## src/hw/scgcfg_pkg.sv

```systemverilog
package scgcfg_pkg;
  localparam logic [4:0] ADDR_HI       = 5'h1a;  // a6..a2 = 1,1,0,1,0
  localparam logic       ADDR_LSB      = 1'b0;
  localparam logic [7:0] OFS_OE        = 8'h00;
  localparam logic [7:0] OFS_SPREAD    = 8'h01;
  localparam logic [7:0] OFS_SLEW      = 8'h02;
  localparam logic [7:0] OFS_BCOUNT    = 8'h07;
  localparam logic [7:0] OFS_STOP      = 8'h0b;
  localparam logic [7:0] RST_OE        = 8'h0f;
  localparam logic [7:0] RST_SPREAD_LO = 8'h06;  // bit2 reserved 1, amp 10
  localparam logic [7:0] RST_SLEW      = 8'hff;
  localparam logic [7:0] RST_BCOUNT    = 8'h08;
  localparam logic [1:0] RST_STOP      = 2'h0;
  localparam int         SPR_RB_LSB    = 6;
  localparam int         SPR_SWSEL_BIT = 5;
  localparam int         SPR_SW_LSB    = 3;
  localparam logic [7:0] RD_FILL       = 8'h00;
  localparam logic [1:0] SPR_NONE      = 2'h0;
  localparam logic [1:0] SPR_QUARTER   = 2'h1;
  localparam logic [1:0] SPR_RESVD     = 2'h2;
  localparam logic [1:0] SPR_HALF      = 2'h3;
  localparam logic [1:0] STRAP_LOW     = 2'h0;
  localparam logic [1:0] STRAP_MID     = 2'h1;
  localparam logic [1:0] STRAP_HIGH    = 2'h3;
endpackage : scgcfg_pkg

```

## src/hw/scgcfg_byte_if.sv

```systemverilog
`timescale 1ns/100ps
interface scgcfg_byte_if;
  logic       start;     // start or repeated start seen
  logic       stop;
  logic       rx_valid;  // byte received, ack being given unless address byte mismatches
  logic [7:0] rx_data;
  logic       rx_first;  // byte is the address byte
  logic       addr_ack;  // decoder: address matches
  logic       tx_load;   // request next read byte
  logic [7:0] tx_data;
  logic       reading;
  modport phy (output start, stop, rx_valid, rx_data, rx_first, tx_load,
               reading, input addr_ack, tx_data);
  modport ctl (input start, stop, rx_valid, rx_data, rx_first, tx_load,
               reading, output addr_ack, tx_data);
endinterface : scgcfg_byte_if

```

## src/hw/scgcfg_bit_phy.sv

```systemverilog
`timescale 1ns/100ps
module scgcfg_bit_phy (
  input  wire logic   i_clock,
  input  wire logic   i_rst,
  input  wire logic   i_scl,
  input  wire logic   i_sda,
  output logic        o_sda_oe,
  scgcfg_byte_if.phy  bus
);
  typedef enum logic [2:0] {
    SCGCF_IDLE, SCGCF_RX, SCGCF_RX_ACK, SCGCF_TX, SCGCF_TX_ACK
  } scgcf_state_t;
  scgcf_state_t state_reg;
  logic [1:0]   scl_sh_reg;
  logic [1:0]   sda_sh_reg;
  logic [7:0]   shift_reg;
  logic [3:0]   cnt_reg;
  logic         first_reg;
  logic         rd_reg;
  logic         ack_go_reg;
  logic         scl_rise;
  logic         scl_fall;
  logic         start_det;
  logic         stop_det;

  always_ff @(posedge i_clock) begin
    if (i_rst) begin
      scl_sh_reg <= 2'h3;
      sda_sh_reg <= 2'h3;
    end else begin
      scl_sh_reg <= {scl_sh_reg[0], i_scl};
      sda_sh_reg <= {sda_sh_reg[0], i_sda};
    end
  end
  assign scl_rise  = scl_sh_reg == 2'h1;
  assign scl_fall  = scl_sh_reg == 2'h2;
  assign start_det = scl_sh_reg[1] & scl_sh_reg[0] & (sda_sh_reg == 2'h2);
  assign stop_det  = scl_sh_reg[1] & scl_sh_reg[0] & (sda_sh_reg == 2'h1);
  assign bus.start = start_det;
  assign bus.stop  = stop_det;
  assign bus.rx_data  = shift_reg;
  assign bus.rx_first = first_reg;
  assign bus.reading  = rd_reg;
  assign bus.rx_valid = (state_reg == SCGCF_RX) & scl_fall
                        & (cnt_reg == 4'h8);
  assign bus.tx_load  = ((state_reg == SCGCF_RX_ACK) & scl_fall & rd_reg
                         & ack_go_reg)
                      | ((state_reg == SCGCF_TX_ACK) & scl_rise
                         & ~sda_sh_reg[1]);

  // target only: drives data low for ack or read zeros, never clock
  always_ff @(posedge i_clock) begin
    if (i_rst) begin
      state_reg  <= SCGCF_IDLE;
      shift_reg  <= 8'h00;
      cnt_reg    <= 4'h0;
      first_reg  <= 1'b0;
      rd_reg     <= 1'b0;
      ack_go_reg <= 1'b0;
      o_sda_oe   <= 1'b0;
    end else if (start_det) begin
      state_reg <= SCGCF_RX;
      cnt_reg   <= 4'h0;
      first_reg <= 1'b1;
      rd_reg    <= 1'b0;
      o_sda_oe  <= 1'b0;
    end else if (stop_det) begin
      state_reg <= SCGCF_IDLE;
      o_sda_oe  <= 1'b0;
    end else begin
      unique case (state_reg)
        SCGCF_IDLE: o_sda_oe <= 1'b0;
        SCGCF_RX: begin
          if (scl_rise) begin
            shift_reg <= {shift_reg[6:0], sda_sh_reg[1]};
            cnt_reg   <= cnt_reg + 4'h1;
          end else if (scl_fall && cnt_reg == 4'h8) begin
            ack_go_reg <= ~first_reg | bus.addr_ack;
            o_sda_oe   <= ~first_reg | bus.addr_ack;
            if (first_reg)
              rd_reg <= shift_reg[0] & bus.addr_ack;
            state_reg <= SCGCF_RX_ACK;
          end
        end
        SCGCF_RX_ACK: begin
          if (scl_fall) begin
            first_reg <= 1'b0;
            cnt_reg   <= 4'h0;
            if (!ack_go_reg) begin
              state_reg <= SCGCF_IDLE;
              o_sda_oe  <= 1'b0;
            end else if (rd_reg) begin
              state_reg <= SCGCF_TX;
              shift_reg <= bus.tx_data;
              o_sda_oe  <= ~bus.tx_data[7];
            end else begin
              state_reg <= SCGCF_RX;
              o_sda_oe  <= 1'b0;
            end
          end
        end
        SCGCF_TX: begin
          if (scl_fall) begin
            if (cnt_reg == 4'h8) begin
              o_sda_oe <= ~shift_reg[7];  // msb of a follow-on byte
              cnt_reg  <= 4'h0;
            end else if (cnt_reg == 4'h7) begin
              state_reg <= SCGCF_TX_ACK;
              o_sda_oe  <= 1'b0;
              cnt_reg   <= cnt_reg + 4'h1;
            end else begin
              shift_reg <= {shift_reg[6:0], 1'b0};
              o_sda_oe  <= ~shift_reg[6];
              cnt_reg   <= cnt_reg + 4'h1;
            end
          end
        end
        SCGCF_TX_ACK: begin
          if (scl_rise) begin
            if (sda_sh_reg[1]) begin
              state_reg <= SCGCF_IDLE;  // nack ends the read
            end else begin
              state_reg <= SCGCF_TX;
              shift_reg <= bus.tx_data;
              cnt_reg   <= 4'h8;
            end
          end
        end
        default: state_reg <= SCGCF_IDLE;
      endcase
    end
  end
endmodule : scgcfg_bit_phy

```

## src/hw/scgcfg_top.sv

```systemverilog
`timescale 1ns/100ps
module scgcfg_top (
  input  wire logic       i_clock,
  input  wire logic       i_rst,
  input  wire logic       i_scl,
  input  wire logic       i_sda,
  output logic            o_sda_out,
  output logic            o_sda_oe,
  input  wire logic       i_addr_select_strap,
  input  wire logic [1:0] i_spread_strap,
  input  wire logic [3:0] i_pin_enable,
  output logic      [3:0] o_diff_out_run,
  output logic      [1:0] o_disable_state,
  output logic      [1:0] o_spread_code,
  output logic      [1:0] o_amplitude,
  output logic      [3:0] o_edge_rate
);
  typedef enum logic [1:0] {
    SCGC_ADDR, SCGC_INDEX, SCGC_COUNT, SCGC_DATA
  } scgc_phase_t;
  scgcfg_byte_if bus ();
  scgc_phase_t phase_reg;
  logic [7:0]  oe_reg;
  logic [5:0]  spread_reg;
  logic [7:0]  slew_reg;
  logic [4:0]  bcount_reg;
  logic [1:0]  stop_reg;
  logic [1:0]  strap_reg;
  logic        strap_done_reg;
  logic        addr_sel_reg;
  logic [7:0]  index_reg;
  logic        cnt_sent_reg;
  logic [7:0]  rd_mux;
  logic [7:0]  spread_byte;
  logic        wr_strobe;
  logic        wr_oe;
  logic        wr_spread;
  logic        wr_slew;
  logic        wr_bcount;
  logic        wr_stop;

  scgcfg_bit_phy u_phy (
    .i_clock  (i_clock),
    .i_rst    (i_rst),
    .i_scl    (i_scl),
    .i_sda    (i_sda),
    .o_sda_oe (o_sda_oe),
    .bus      (bus)
  );
  assign o_sda_out = 1'b0;

  // straps caught once after reset release
  always_ff @(posedge i_clock) begin
    if (i_rst) begin
      strap_done_reg <= 1'b0;
      strap_reg      <= 2'h0;
      addr_sel_reg   <= 1'b0;
    end else if (!strap_done_reg) begin
      strap_done_reg <= 1'b1;
      strap_reg      <= i_spread_strap;
      addr_sel_reg   <= i_addr_select_strap;
    end
  end

  assign bus.addr_ack = (bus.rx_data[7:3] == scgcfg_pkg::ADDR_HI)
                      & (bus.rx_data[2] == addr_sel_reg)
                      & (bus.rx_data[1] == scgcfg_pkg::ADDR_LSB);

  // byte sequencing
  always_ff @(posedge i_clock) begin
    if (i_rst) begin
      phase_reg    <= SCGC_ADDR;
      index_reg    <= 8'h00;
      cnt_sent_reg <= 1'b0;
    end else if (bus.start) begin
      phase_reg    <= SCGC_ADDR;
      cnt_sent_reg <= 1'b0;
    end else if (bus.rx_valid) begin
      unique case (phase_reg)
        SCGC_ADDR:
          phase_reg <= bus.rx_data[0] ? SCGC_DATA : SCGC_INDEX;
        SCGC_INDEX: begin
          index_reg <= bus.rx_data;
          phase_reg <= SCGC_COUNT;
        end
        SCGC_COUNT: phase_reg <= SCGC_DATA;
        SCGC_DATA:  index_reg <= index_reg + 8'h01;
      endcase
    end else if (bus.tx_load) begin
      if (cnt_sent_reg)
        index_reg <= index_reg + 8'h01;
      cnt_sent_reg <= 1'b1;
    end
  end

  // one strobe per whole data byte, so an early stop keeps the rest
  assign wr_strobe = bus.rx_valid & (phase_reg == SCGC_DATA)
                   & ~bus.reading & ~bus.rx_first;
  assign wr_oe     = wr_strobe & (index_reg == scgcfg_pkg::OFS_OE);
  assign wr_spread = wr_strobe & (index_reg == scgcfg_pkg::OFS_SPREAD);
  assign wr_slew   = wr_strobe & (index_reg == scgcfg_pkg::OFS_SLEW);
  assign wr_bcount = wr_strobe & (index_reg == scgcfg_pkg::OFS_BCOUNT);
  assign wr_stop   = wr_strobe & (index_reg == scgcfg_pkg::OFS_STOP);

  // reserved enable bits keep their reset value
  always_ff @(posedge i_clock) begin
    if (i_rst) begin
      oe_reg <= scgcfg_pkg::RST_OE;
    end else if (wr_oe) begin
      oe_reg[3:0] <= bus.rx_data[3:0];
    end
  end

  // readback bits live in strap_reg, bit 2 stays 1
  always_ff @(posedge i_clock) begin
    if (i_rst) begin
      spread_reg <= scgcfg_pkg::RST_SPREAD_LO[5:0];
    end else if (wr_spread) begin
      spread_reg[5:3] <= bus.rx_data[5:3];
      spread_reg[1:0] <= bus.rx_data[1:0];
    end
  end

  // reserved slew bits stay 1
  always_ff @(posedge i_clock) begin
    if (i_rst) begin
      slew_reg <= scgcfg_pkg::RST_SLEW;
    end else if (wr_slew) begin
      slew_reg[3:0] <= bus.rx_data[3:0];
    end
  end

  always_ff @(posedge i_clock) begin
    if (i_rst) begin
      bcount_reg <= scgcfg_pkg::RST_BCOUNT[4:0];
    end else if (wr_bcount) begin
      bcount_reg <= bus.rx_data[4:0];
    end
  end

  // stop field, upper bits reserved
  always_ff @(posedge i_clock) begin
    if (i_rst) begin
      stop_reg <= scgcfg_pkg::RST_STOP;
    end else if (wr_stop) begin
      stop_reg <= bus.rx_data[1:0];
    end
  end

  assign spread_byte = {strap_reg, spread_reg};
  // read mux, unmapped indexes give the fill value
  always_comb begin
    unique case (index_reg)
      scgcfg_pkg::OFS_OE:     rd_mux = oe_reg;
      scgcfg_pkg::OFS_SPREAD: rd_mux = spread_byte;
      scgcfg_pkg::OFS_SLEW:   rd_mux = slew_reg;
      scgcfg_pkg::OFS_BCOUNT: rd_mux = {3'h0, bcount_reg};
      scgcfg_pkg::OFS_STOP:   rd_mux = {6'h00, stop_reg};
      default:                rd_mux = scgcfg_pkg::RD_FILL;
    endcase
  end
  // first read byte is the count, then data from the index
  assign bus.tx_data = cnt_sent_reg ? rd_mux : {3'h0, bcount_reg};

  // per-output run gate and edge rate, registered
  for (genvar g = 0; g < 4; g++) begin : g_out
    always_ff @(posedge i_clock) begin
      if (i_rst) begin
        o_diff_out_run[g] <= 1'b0;
        o_edge_rate[g]    <= scgcfg_pkg::RST_SLEW[g];
      end else begin
        o_diff_out_run[g] <= oe_reg[g] & i_pin_enable[g];
        o_edge_rate[g]    <= slew_reg[g];
      end
    end
  end

  always_ff @(posedge i_clock) begin
    if (i_rst) begin
      o_disable_state <= scgcfg_pkg::RST_STOP;
    end else begin
      o_disable_state <= stop_reg;
    end
  end

  // software code only while the select bit is set
  always_ff @(posedge i_clock) begin
    if (i_rst) begin
      o_spread_code <= scgcfg_pkg::SPR_NONE;
    end else begin
      o_spread_code <= spread_reg[scgcfg_pkg::SPR_SWSEL_BIT]
                       ? spread_reg[4:3] : strap_reg;
    end
  end

  always_ff @(posedge i_clock) begin
    if (i_rst) begin
      o_amplitude <= scgcfg_pkg::RST_SPREAD_LO[1:0];
    end else begin
      o_amplitude <= spread_reg[1:0];
    end
  end
endmodule : scgcfg_top

```

## config.mk

```make
export PLATFORM = sky130hd
export DESIGN_NAME = scgcfg_top
export DESIGN_NICKNAME = d
export VERILOG_FILES = /design/src/hw/scgcfg_pkg.sv /design/src/hw/scgcfg_byte_if.sv /design/src/hw/scgcfg_bit_phy.sv /design/src/hw/scgcfg_top.sv
export SDC_FILE = /design/constraint.sdc
export NUM_CORES = 1
export LEC_CHECK = 0
export BUFFER_PORTS_ARGS = -buffer_cell sky130_fd_sc_hd__buf_2
export CORE_UTILIZATION = 59
export DETAILED_ROUTE_END_ITERATION = 7
export PLACE_DENSITY = 0.79
export SYNTH_ARGS = -nofsm -noshare
export SYNTH_HDL_FRONTEND = slang
export SYNTH_SLANG_ARGS = --single-unit
```

## constraint.sdc

```tcl
create_clock -name i_clock -period 2.65 [get_ports i_clock]
set_clock_uncertainty 0.05 [all_clocks]
set_input_delay 0.3975 -clock i_clock [delete_from_list [all_inputs] [get_ports i_clock]]
set_output_delay 0.3975 -clock i_clock [all_outputs]
set_load 0.01 [all_outputs]
```

---- Word-level counts from Yosys, hierarchy flattened ----
Index checks and enable logic that the tools add are counted.
word-level totals
  register bits ........................... 72
  input port bits ......................... 11
operators by class
  add/sub/neg operators ................... 2
  equal/unequal tests ..................... 41
  muxes and demuxes ....................... 53
  bitwise operators ....................... 39
  reductions and logical operators ........ 24
operators by type and width
  operator             count
  $mux 8               13
  $pmux 8 s5           1
  $pmux 8 s4           1
  $and 1x1->1          25
  $mux 3               8
  $mux 4               6
  $ne 4x3->1 const B   4
  $pmux 4 s4           1
  $pmux 8 s2           1
  $reduce_and 8->1     2
  $mux 1               15
  $pmux 3 s5           1
  $reduce_and 5->1     3
  $ne 2x1->1 const B   7
  $ne 2x2->1 const B   6
  $ne 4x4->1 const B   3
  $not 1->1            12
  $reduce_and 12->1    1
  $add 8x1->8 const B  1
  $eq 2x2->1 const B   4
  $eq 8x1->1 const B   1
  $eq 8x2->1 const B   1
  $eq 8x3->1 const B   1
  $eq 8x4->1 const B   1
  28 further kinds     40

---- Depth between registers and ports, before layout ----
Gate-level depths: netlist of run 1.
  word-level depth ........................ 8
  mapped depth ............................ 8

---- By module ----
A second synthesis of run 1 with hierarchy kept.
unflattened totals
  cells, all modules ...................... 418
  area, all modules ....................... 3,627.2 um^2
modules (own cells, without submodules)
  module          times used  cells an instance  area an instance (um^2)  sequential area each (um^2)
  scgcfg_top      1           254                2,230.9                  980.9
  scgcfg_bit_phy  1           164                1,396.3                  460.4

---- Worst setup path after synthesis of run 1 ----
No wires, ideal clock.
  path kind ............................... reg-to-reg
  from .................................... reg index_reg[4]
  to ...................................... reg u_phy.shift_reg[1], in the netlist u_phy.bus.rx_data[1]
  setup time .............................. 88 ps
  arrival ................................. 1,987 ps
  required time ........................... 2,512 ps
  slack ................................... 525 ps
  cell stages (with the launch flop) ...... 6
  cells stage by stage .................... dfxtp_1 > or4_1 > buf_2 > or4_4 > o221a_1 > a311oi_2
on the way
  word-level cells in the longest chain between the ends .. 7
  elaborated cells between the ends (all ways) .. 13
  classes of those cells .................. 4 x eq/ne; 8 x mux; 1 x reduce/logical
RTL lines
  item                                line                   RTL
  from (decl)                         scgcfg_top.sv:31       logic [7:0] index_reg;
  from (signal assigned)              scgcfg_top.sv:83       index_reg <= bus.rx_data;
  from (signal assigned)              scgcfg_top.sv:87       SCGC_DATA: index_reg <= index_reg + 8'h01;
  from (signal assigned)              scgcfg_top.sv:91       index_reg <= index_reg + 8'h01;
  $eq 8x4->1 (tied with other cells)  scgcfg_top.sv:153      unique case (index_reg)
  $pmux 8 s5 *                        scgcfg_top.sv:153
  $mux 8 *                            scgcfg_top.sv:163      assign bus.tx_data = cnt_sent_reg ? rd_mux : {3'h0, bcount_reg};
  $mux 8                              scgcfg_bit_phy.sv:92   end else if (rd_reg) begin
  $mux 8                              scgcfg_bit_phy.sv:89   if (!ack_go_reg) begin
  $mux 8                              scgcfg_bit_phy.sv:86   if (scl_fall) begin
  $pmux 8 s4 *                        scgcfg_bit_phy.sv:71   unique case (state_reg)
  to (signal assigned)                scgcfg_bit_phy.sv:75   shift_reg <= {shift_reg[6:0], sda_sh_reg[1]};
  to (signal assigned)                scgcfg_bit_phy.sv:94   shift_reg <= bus.tx_data;
  to (signal assigned)                scgcfg_bit_phy.sv:112  shift_reg <= {shift_reg[6:0], 1'b0};
  to (decl)                           scgcfg_bit_phy.sv:16   logic [7:0] shift_reg;
Mark *: on every way between the ends. The rest lies on a longest branch, timed or not. The select of a mux whose other input is x is not followed.
A chain may end at the register's enable or synchronous reset.

---- Final worst setup path of run 1 ----
  from .................................... reg phase_reg[0]
  to ...................................... reg spread_reg[1]
on the way
  word-level cells in the longest chain between the ends .. 5
RTL lines
  item                       line               RTL
  from (decl)                scgcfg_top.sv:22   scgc_phase_t phase_reg;
  from (signal assigned)     scgcfg_top.sv:81   phase_reg <= bus.rx_data[0] ? SCGC_DATA : SCGC_INDEX;
  $eq 2x2->1                 scgcfg_top.sv:97   assign wr_strobe = bus.rx_valid & (phase_reg == SCGC_DATA)
  $and 1x1->1                scgcfg_top.sv:97
  $and 1x1->1 (2 in series)  scgcfg_top.sv:98   & ~bus.reading & ~bus.rx_first;
  $and 1x1->1                scgcfg_top.sv:100  assign wr_spread = wr_strobe & (index_reg == scgcfg_pkg::OFS_SPREAD);
  to (signal assigned)       scgcfg_top.sv:117  spread_reg <= scgcfg_pkg::RST_SPREAD_LO[5:0];
  to (signal assigned)       scgcfg_top.sv:120  spread_reg[1:0] <= bus.rx_data[1:0];
  to (decl)                  scgcfg_top.sv:24   logic [5:0] spread_reg;
Every way passes these cells.

==> results by group, run 1 <==
STA
  • Final Setup Violations: 0
  • Worst Setup Slack, final: between 0.2 and 0.25 ns
  • RSZ-0062 raised after global routing: false
  • Slew HR: 0.619
  • Setup TNS Final: 0 ns
  • Max-slew violations: 0
  • Hold Fails Final Rpt: 0
  • Minimum clock period after layout: 2.42 ns
  • FMAX: between 400 and 500 MHz
  • Tcrit/Tclk final: 0.912
  • Worst-Margin Slew: 0.570 ns

Place
  • Placed Instance Area: about 0.0036 mm2
  • Input/output buffers: 25
  • Post-DP HPWL: roughly 5.7 mm
  • Gp weighted congestion: ~0.84
  • Place WS: approximately 0.27 ns

Hold path
  • Worst hold path type: primary input to flop
  • Hold Path End: u_phy.scl_sh_reg[0]$_SDFF_PP1_
  • Hold path startpoint: i_scl
  • Worst hold stages: 2

Floorplanning
  • Die width: slightly below 80 um
  • Initial Util: 0.617
  • Placement Rows: 27
  • Die area: roughly 0.006 mm2
  • Die Y: about 80 um
  • Placeable Area: approximately 0.0056 mm2
  • # IOs: 27

Global routing
  • Busiest grt layer: met2
  • Global Route Usage Sum: 0.291
  • Initial antenna violation count: 0
  • Global route total overflow: 0
  • Met2 global-route usage: 0.439
  • Largest net degree at the start of global routing: 27
  • First-pass GRT wire length: approximately 14 mm
  • Met1 Use GR: 0.394
  • Number of global-route vias before repair: roughly 2900
  • Met3 GRT Util: 0.0791

Setup path
  • Crit-path slowest cell: or4b_2
  • Crit path required time: 2.85 ns
  • Critical Path AT: 2.61 ns
  • WS Path Type: flop to flop
  • Worst r2r path cells: 6
  • Worst stage delay on the critical path: just over 0.6 ns
  • R2r startpoint: phase_reg[0]$_SDFFE_PP0P_
  • Worst R2R End: spread_reg[1]$_SDFFE_PP1P_
  • Cells along the critical path: ha_1, or4b_2, nor3_1, nand3_1, mux2i_1, nand2_1
  • Setup crit end kind: flop
  • Crit-path max FO: 7
  • Startpoint types: flop
  • R2R setup slack: approximately 0.23 ns

Synth
  • Netlist cell types: 61
  • Post-synthesis instance total: around 400
  • Synthesized area: approximately 0.0034 mm2
  • Seq cells post-synth: 72
  • Register area share after synthesis: 0.419
  • Ys Warns: 0
  • Mapped Avg Cell Area: 8.56 um2
  • Synth Flop Type: dfxtp_1
  • Synthesized Nets: 421
  • Share of flip-flops with an asynchronous set or reset: 0
  • Number of flops mapped to enable cells by yosys: 0

Clock tree
  • PostCTS Resize Cnt: 0
  • TritonCTS Sinks: between 70 and 80
  • Clock transition at the registers of the reported paths: 0.08 ns
  • Num CTS Buffers: 9
  • Clk_lat worst skew: roughly 0.36 ns
  • Max Root-Sink Buffers: 2
  • CTS tree: done
  • Postcts setup bufs: 0
  • H-tree Lvls: 3
  • Clock Root Buffer: clkbuf_8
  • Cts hold-fix bufs: 0

Power
  • Max VDD drop: 0.521 mV
  • Pleak: around 1.4 nW
  • Overall power: around 2 mW
  • Pwr dens: 530 mW/mm2

Drt
  • WL per Instance: approximately 17 um
  • Final WL: 8.20 mm
  • DRT iter0 DRCs: 257
  • First-pass DRT Iterations: 5
  • DRC viols: 0
  • DR vias/cell: between 6 and 7
  • Vias after detailed routing: 3048
  • Antenna Nets Post-Route: 0

Finish
  • Most frequent cells in the layout: 72 x dfxtp_1, 53 x nor2_1, 33 x nand2_1
  • Fin area: approximately 0.0038 mm2
  • Commonest non-fill, non-tap cell in the layout: dfxtp_1
  • FILL cells: roughly 450
  • Nets@finish: 438
  • Syn-to-layout area delta: 9.93%
  • ANT cells: 0
  • Share of layout cells above drive strength 1: 0.165

Outcome
  • Outcome: finished clean

Flow run
  • Max-capacitance violation count: 0
-- cells by family after synthesis --
group,after synthesis,synth area share
flip-flops,72,0.419
adder cells (fa/ha/maj),8,0.0291
AO/OA/AOI/OAI,87,0.176
buffers and inverters,38,0.0462
AND/OR/NAND/NOR,169,0.251
multiplexers,24,0.0702
XOR/XNOR,3,0.00764
other,1,0.00109
-- metal layers --
metal  routed length (um)  share of wire  vias up
met5                    0              0        -
met4                  111          0.014        0
met3                  572          0.070       11
met2                 3650           0.44      120
met1                 3870           0.47     1440
li1                     -              -     1477
-- power by group --
group / switching [mW] / internal, mW
registers: 0.0183 / 1.10
logic: 0.0450 / 0.0313
clock network: 0.422 / 0.391
total: 0.486 / 1.52
-- cell usage after synthesis, types with 8 or more instances --
library cell,count,area (um2)
nor2_1,53,199
dfxtp_1,72,1440
inv_1,11,41.3
clkbuf_1,18,67.6
nor3_1,12,60.1
nand2_1,33,124
o21ai_0,12,60.1
mux2i_1,23,230
or2_2,11,68.8
ha_1,8,100
nand3_1,14,70.1
a211oi_1,9,67.6
a21oi_1,26,130
-- final cells by class --
| cell class | instances | area (um2) | area share |
|---|---|---|---|
| Sequential cell | 72 | 1440 | 0.381 |
| Clock inverter | 4 | 28.8 | 0.00761 |
| Timing Repair Buffer | 33 | 185 | 0.0490 |
| Clock buffer | 12 | 155 | 0.0410 |
| Multi-Input combinational cell | 292 | 1840 | 0.487 |
| Tap cell | 72 | 90.1 | 0.0238 |
| Inverter | 11 | 41.3 | 0.0109 |
-- critical path: cells and delay by family (launching register included) --
| kind | cells | cell delay [ns] |
|---|---|---|
| multiplexers | 1 | 0.26 |
| adder cells (fa/ha/maj) | 1 | 0.29 |
| AND/OR/NAND/NOR | 4 | 1.34 |
| flip-flops | 1 | 0.37 |
-- through the flow --
stage,hold slack (ns),utilization,cells
6_report,0.174,0.679,496
5_1_grt,0.164,0.679,496
4_1_cts,0.169,0.679,496
3_5_place_dp,0.419,0.646,480
3_3_place_gp,0.416,0.646,480
2_1_floorplan,0.389,-,402
-- worst max-delay path by stage --
stage | start | to | slack (ns) | cells past startpoint
finish | phase_reg[0]$_SDFFE_PP0P_ | spread_reg[1]$_SDFFE_PP1P_ | 0.23 | 6
global route | phase_reg[0]$_SDFFE_PP0P_ | spread_reg[0]$_SDFFE_PP0P_ | 0.11 | 6
CTS | phase_reg[0]$_SDFFE_PP0P_ | spread_reg[1]$_SDFFE_PP1P_ | 0.26 | 6
detailed placement | phase_reg[0]$_SDFFE_PP0P_ | spread_reg[1]$_SDFFE_PP1P_ | 0.27 | 6
global placement | phase_reg[0]$_SDFFE_PP0P_ | spread_reg[1]$_SDFFE_PP1P_ | 0.38 | 6
floorplan | index_reg[4]$_SDFFE_PP0P_ | u_phy.bus.rx_data[1]$_SDFFE_PP0P_ | 0.52 | 5
No activity file was read; power rests on OpenSTA's default activity.
==> inputs of run 2 (changes only) <==
PLACE_DENSITY = 0.87   (was 0.79)
==> results by group, run 2 (synthesis gave the netlist of run 1 again) <==
STA
  • FMAX: 410 MHz (-1.0%)
  • Slew HR: 0.629 (+0.00936)
  • RSZ-0062 raised after global routing: false
  • Setup TNS Final: 0 ns (unchanged)
  • Final Setup Violations: 0 (unchanged)
  • Worst-Margin Slew: 0.551 ns (-0.0191 ns)
  • Hold Fails Final Rpt: 0 (unchanged)
  • Tcrit/Tclk final: 0.921 (+0.00953)
  • Worst Setup Slack, final: 0.209 ns (-0.0252 ns)
  • Minimum clock period after layout: 2.44 ns (+0.0252 ns)
  • Max-slew violations: 0 (unchanged)

Clock tree
  • Cts hold-fix bufs: 0 (unchanged)
  • Clk_lat worst skew: 0.35 ns (about the same)
  • PostCTS Resize Cnt: 0 (unchanged)
  • Max Root-Sink Buffers: 2 (unchanged)
  • Postcts setup bufs: 0 (unchanged)
  • Clock Root Buffer: clkbuf_8
  • Clock transition at the registers of the reported paths: 0.08 ns (about the same)
  • CTS tree: done
  • TritonCTS Sinks: 72 (unchanged)
  • H-tree Lvls: 3 (unchanged)
  • Num CTS Buffers: 9 (unchanged)

Power
  • Switching pwr: 0.511 mW (+5.1%)
  • Int Pwr: 1.57 mW (+3.4%)
  • Clk pwr share: 0.427 (+0.021)
  • Reg power frac: 0.535 (-0.021)
  • Pwr dens: 545 mW/mm2 (+2.9%)
  • Switching Share: 0.245 (+0.00297)
  • Overall power: 2.08 mW (+3.8%)
  • Max VDD drop: 0.461 mV (-12%)
  • Logic pwr share: 0.038 (about the same)
  • Pleak: 1.43 nW (+1.0%)

Setup path
  • Worst stage delay on the critical path: 0.60 ns (about the same)
  • WS Path Type: flop to flop
  • Cells along the critical path: ha_1, or4b_2, nor3_1, nand3_1, mux2i_1, nor2_1
  • R2r startpoint: phase_reg[0]$_SDFFE_PP0P_
  • Crit-path max FO: 7 (unchanged)
  • Crit path required time: 2.85 ns (about the same)
  • Setup crit end kind: flop
  • Startpoint types: flop
  • Bufs and invs on worst path: 0 (unchanged)
  • Critical Path AT: 2.64 ns (+0.03 ns)
  • Crit path max-delay family: simple AND/OR/NAND/NOR gates
  • Crit-path slowest cell: or4b_2
  • CP Launch Point: phase_reg[0]$_SDFFE_PP0P_

Place
  • Gp weighted congestion: 0.954 (+13%)
  • Placed Instance Area: 0.00361 mm2 (+0.42%)
  • Place WS: 0.258 ns (-0.00962 ns)
  • Post-DP HPWL: 5.88 mm (+3.3%)
  • Input/output buffers: 25 (unchanged)

Drt
  • Vias after detailed routing: 3174 (+4.1%)
  • DRT iter0 DRCs: 302 (+18%)
  • DRC viols: 0 (unchanged)
  • First-pass DRT Iterations: 5 (unchanged)
  • Antenna Nets Post-Route: 0 (unchanged)
  • DR vias/cell: 6.37 (+3.7%)
  • Final WL: 8.65 mm (+5.5%)
  • WL per Instance: 17.4 um (+5.1%)

Finish
  • ANT cells: 0 (unchanged)
  • Register area: 0.00144 mm2 (unchanged)
  • Fin area: 0.00382 mm2 (+0.89%)
  • FILL cells: 415 (-8.4%)
  • Most frequent cells in the layout: 72 x dfxtp_1, 53 x nor2_1, 33 x nand2_1
  • Multi-input gate area: 0.00184 mm2 (unchanged)
  • Share of layout cells above drive strength 1: 0.171 (+0.00627)
  • Nets@finish: 440 (+0.46%)
  • Commonest non-fill, non-tap cell in the layout: dfxtp_1
  • Syn-to-layout area delta: 10.9%

Hold path
  • Worst hold path type: primary input to flop
  • Hold path startpoint: i_scl

Flow run
  • Max-capacitance violation count: 0 (unchanged)

Global routing
  • Global Route Usage Sum: 0.303 (+0.0124)
  • Largest net degree at the start of global routing: 33 (+22%)
  • Initial antenna violation count: 0 (unchanged)
  • Global route total overflow: 0 (unchanged)
  • First-pass GRT wire length: 14.4 mm (+4.5%)
  • Number of global-route vias before repair: 2967 (+3.4%)

Floorplanning
  • Placement Rows: 27 (unchanged)
  • # IOs: 27 (unchanged)
  • Placeable Area: 0.00557 mm2 (unchanged)
  • Initial Util: 0.617 (unchanged)
  • Die width: 78.4 um (unchanged)
  • Die Y: 78.4 um (unchanged)
  • Die area: 0.00614 mm2 (unchanged)

Outcome
  • Outcome: finished clean
[run 2: cell types whose count changed in the layout (fill, tap and decap cells not counted)]
cell	previous run	this run
buf_4	8	10
clkbuf_8	11	9
inv_6	0	2
bufinv_16	0	1
clkbuf_1	1	0
clkinv_2	1	0
clkinvlp_4	2	3
[run 2: path summary, 6_finish.rpt]
kind | to | cells after the start | slack (ns)
worst min-delay path | u_phy.scl_sh_reg[0]$_SDFF_PP1_ | 2 | 0.17
worst max register to register | spread_reg[0]$_SDFFE_PP0P_ | 6 | 0.21
worst min register to register | u_phy.o_sda_oe$_SDFFE_PP0P_ | 2 | 0.45
worst max-delay path | spread_reg[0]$_SDFFE_PP0P_ | 6 | 0.21
[run 2: power groups by stage]
| stage | clock network (mW) | logic, mW | registers, mW |
|---|---|---|---|
| floorplan | 0 | 0.0544 | 1.13 |
| global placement | 0 | 0.0757 | 1.14 |
| detailed placement | 0 | 0.0776 | 1.14 |
| CTS | 0.894 | 0.0787 | 1.11 |
| global route | 0.949 | 0.0874 | 1.11 |
| finish | 0.888 | 0.0800 | 1.11 |
[run 2: final cells by class]
class                   instances  share of cell area
inverters                      11              0.0108
multi-input cells             292               0.482
flip-flops and latches         72               0.378
repair buffers                 35              0.0525
clock buffers                   9              0.0325
well taps                      72              0.0236
clock inverters                 7              0.0207
[run 2: layer usage]
metal	part of all wire	wire length, um	vias up	track usage
li1	-	-	1482	-
met1	0.41	3560	1460	0.372
met2	0.46	3950	193	0.496
met3	0.099	853	39	0.0942
met4	0.034	292	0	0.115
met5	0	0	-	0
[run 2: worst register-to-register path, stage by stage (launching register included)]
cell	delay, ns
dfxtp_1	0.37
ha_1	0.28
or4b_2	0.60
nor3_1	0.31
nand3_1	0.37
mux2i_1	0.30
nor2_1	0.06
[run 2: through the flow]
stage,util,cells,hold WS [ns]
2_1_floorplan,-,402,0.389
3_3_place_gp,0.648,482,0.413
3_5_place_dp,0.648,482,0.437
4_1_cts,0.685,498,0.162
5_1_grt,0.685,498,0.148
6_report,0.685,498,0.169
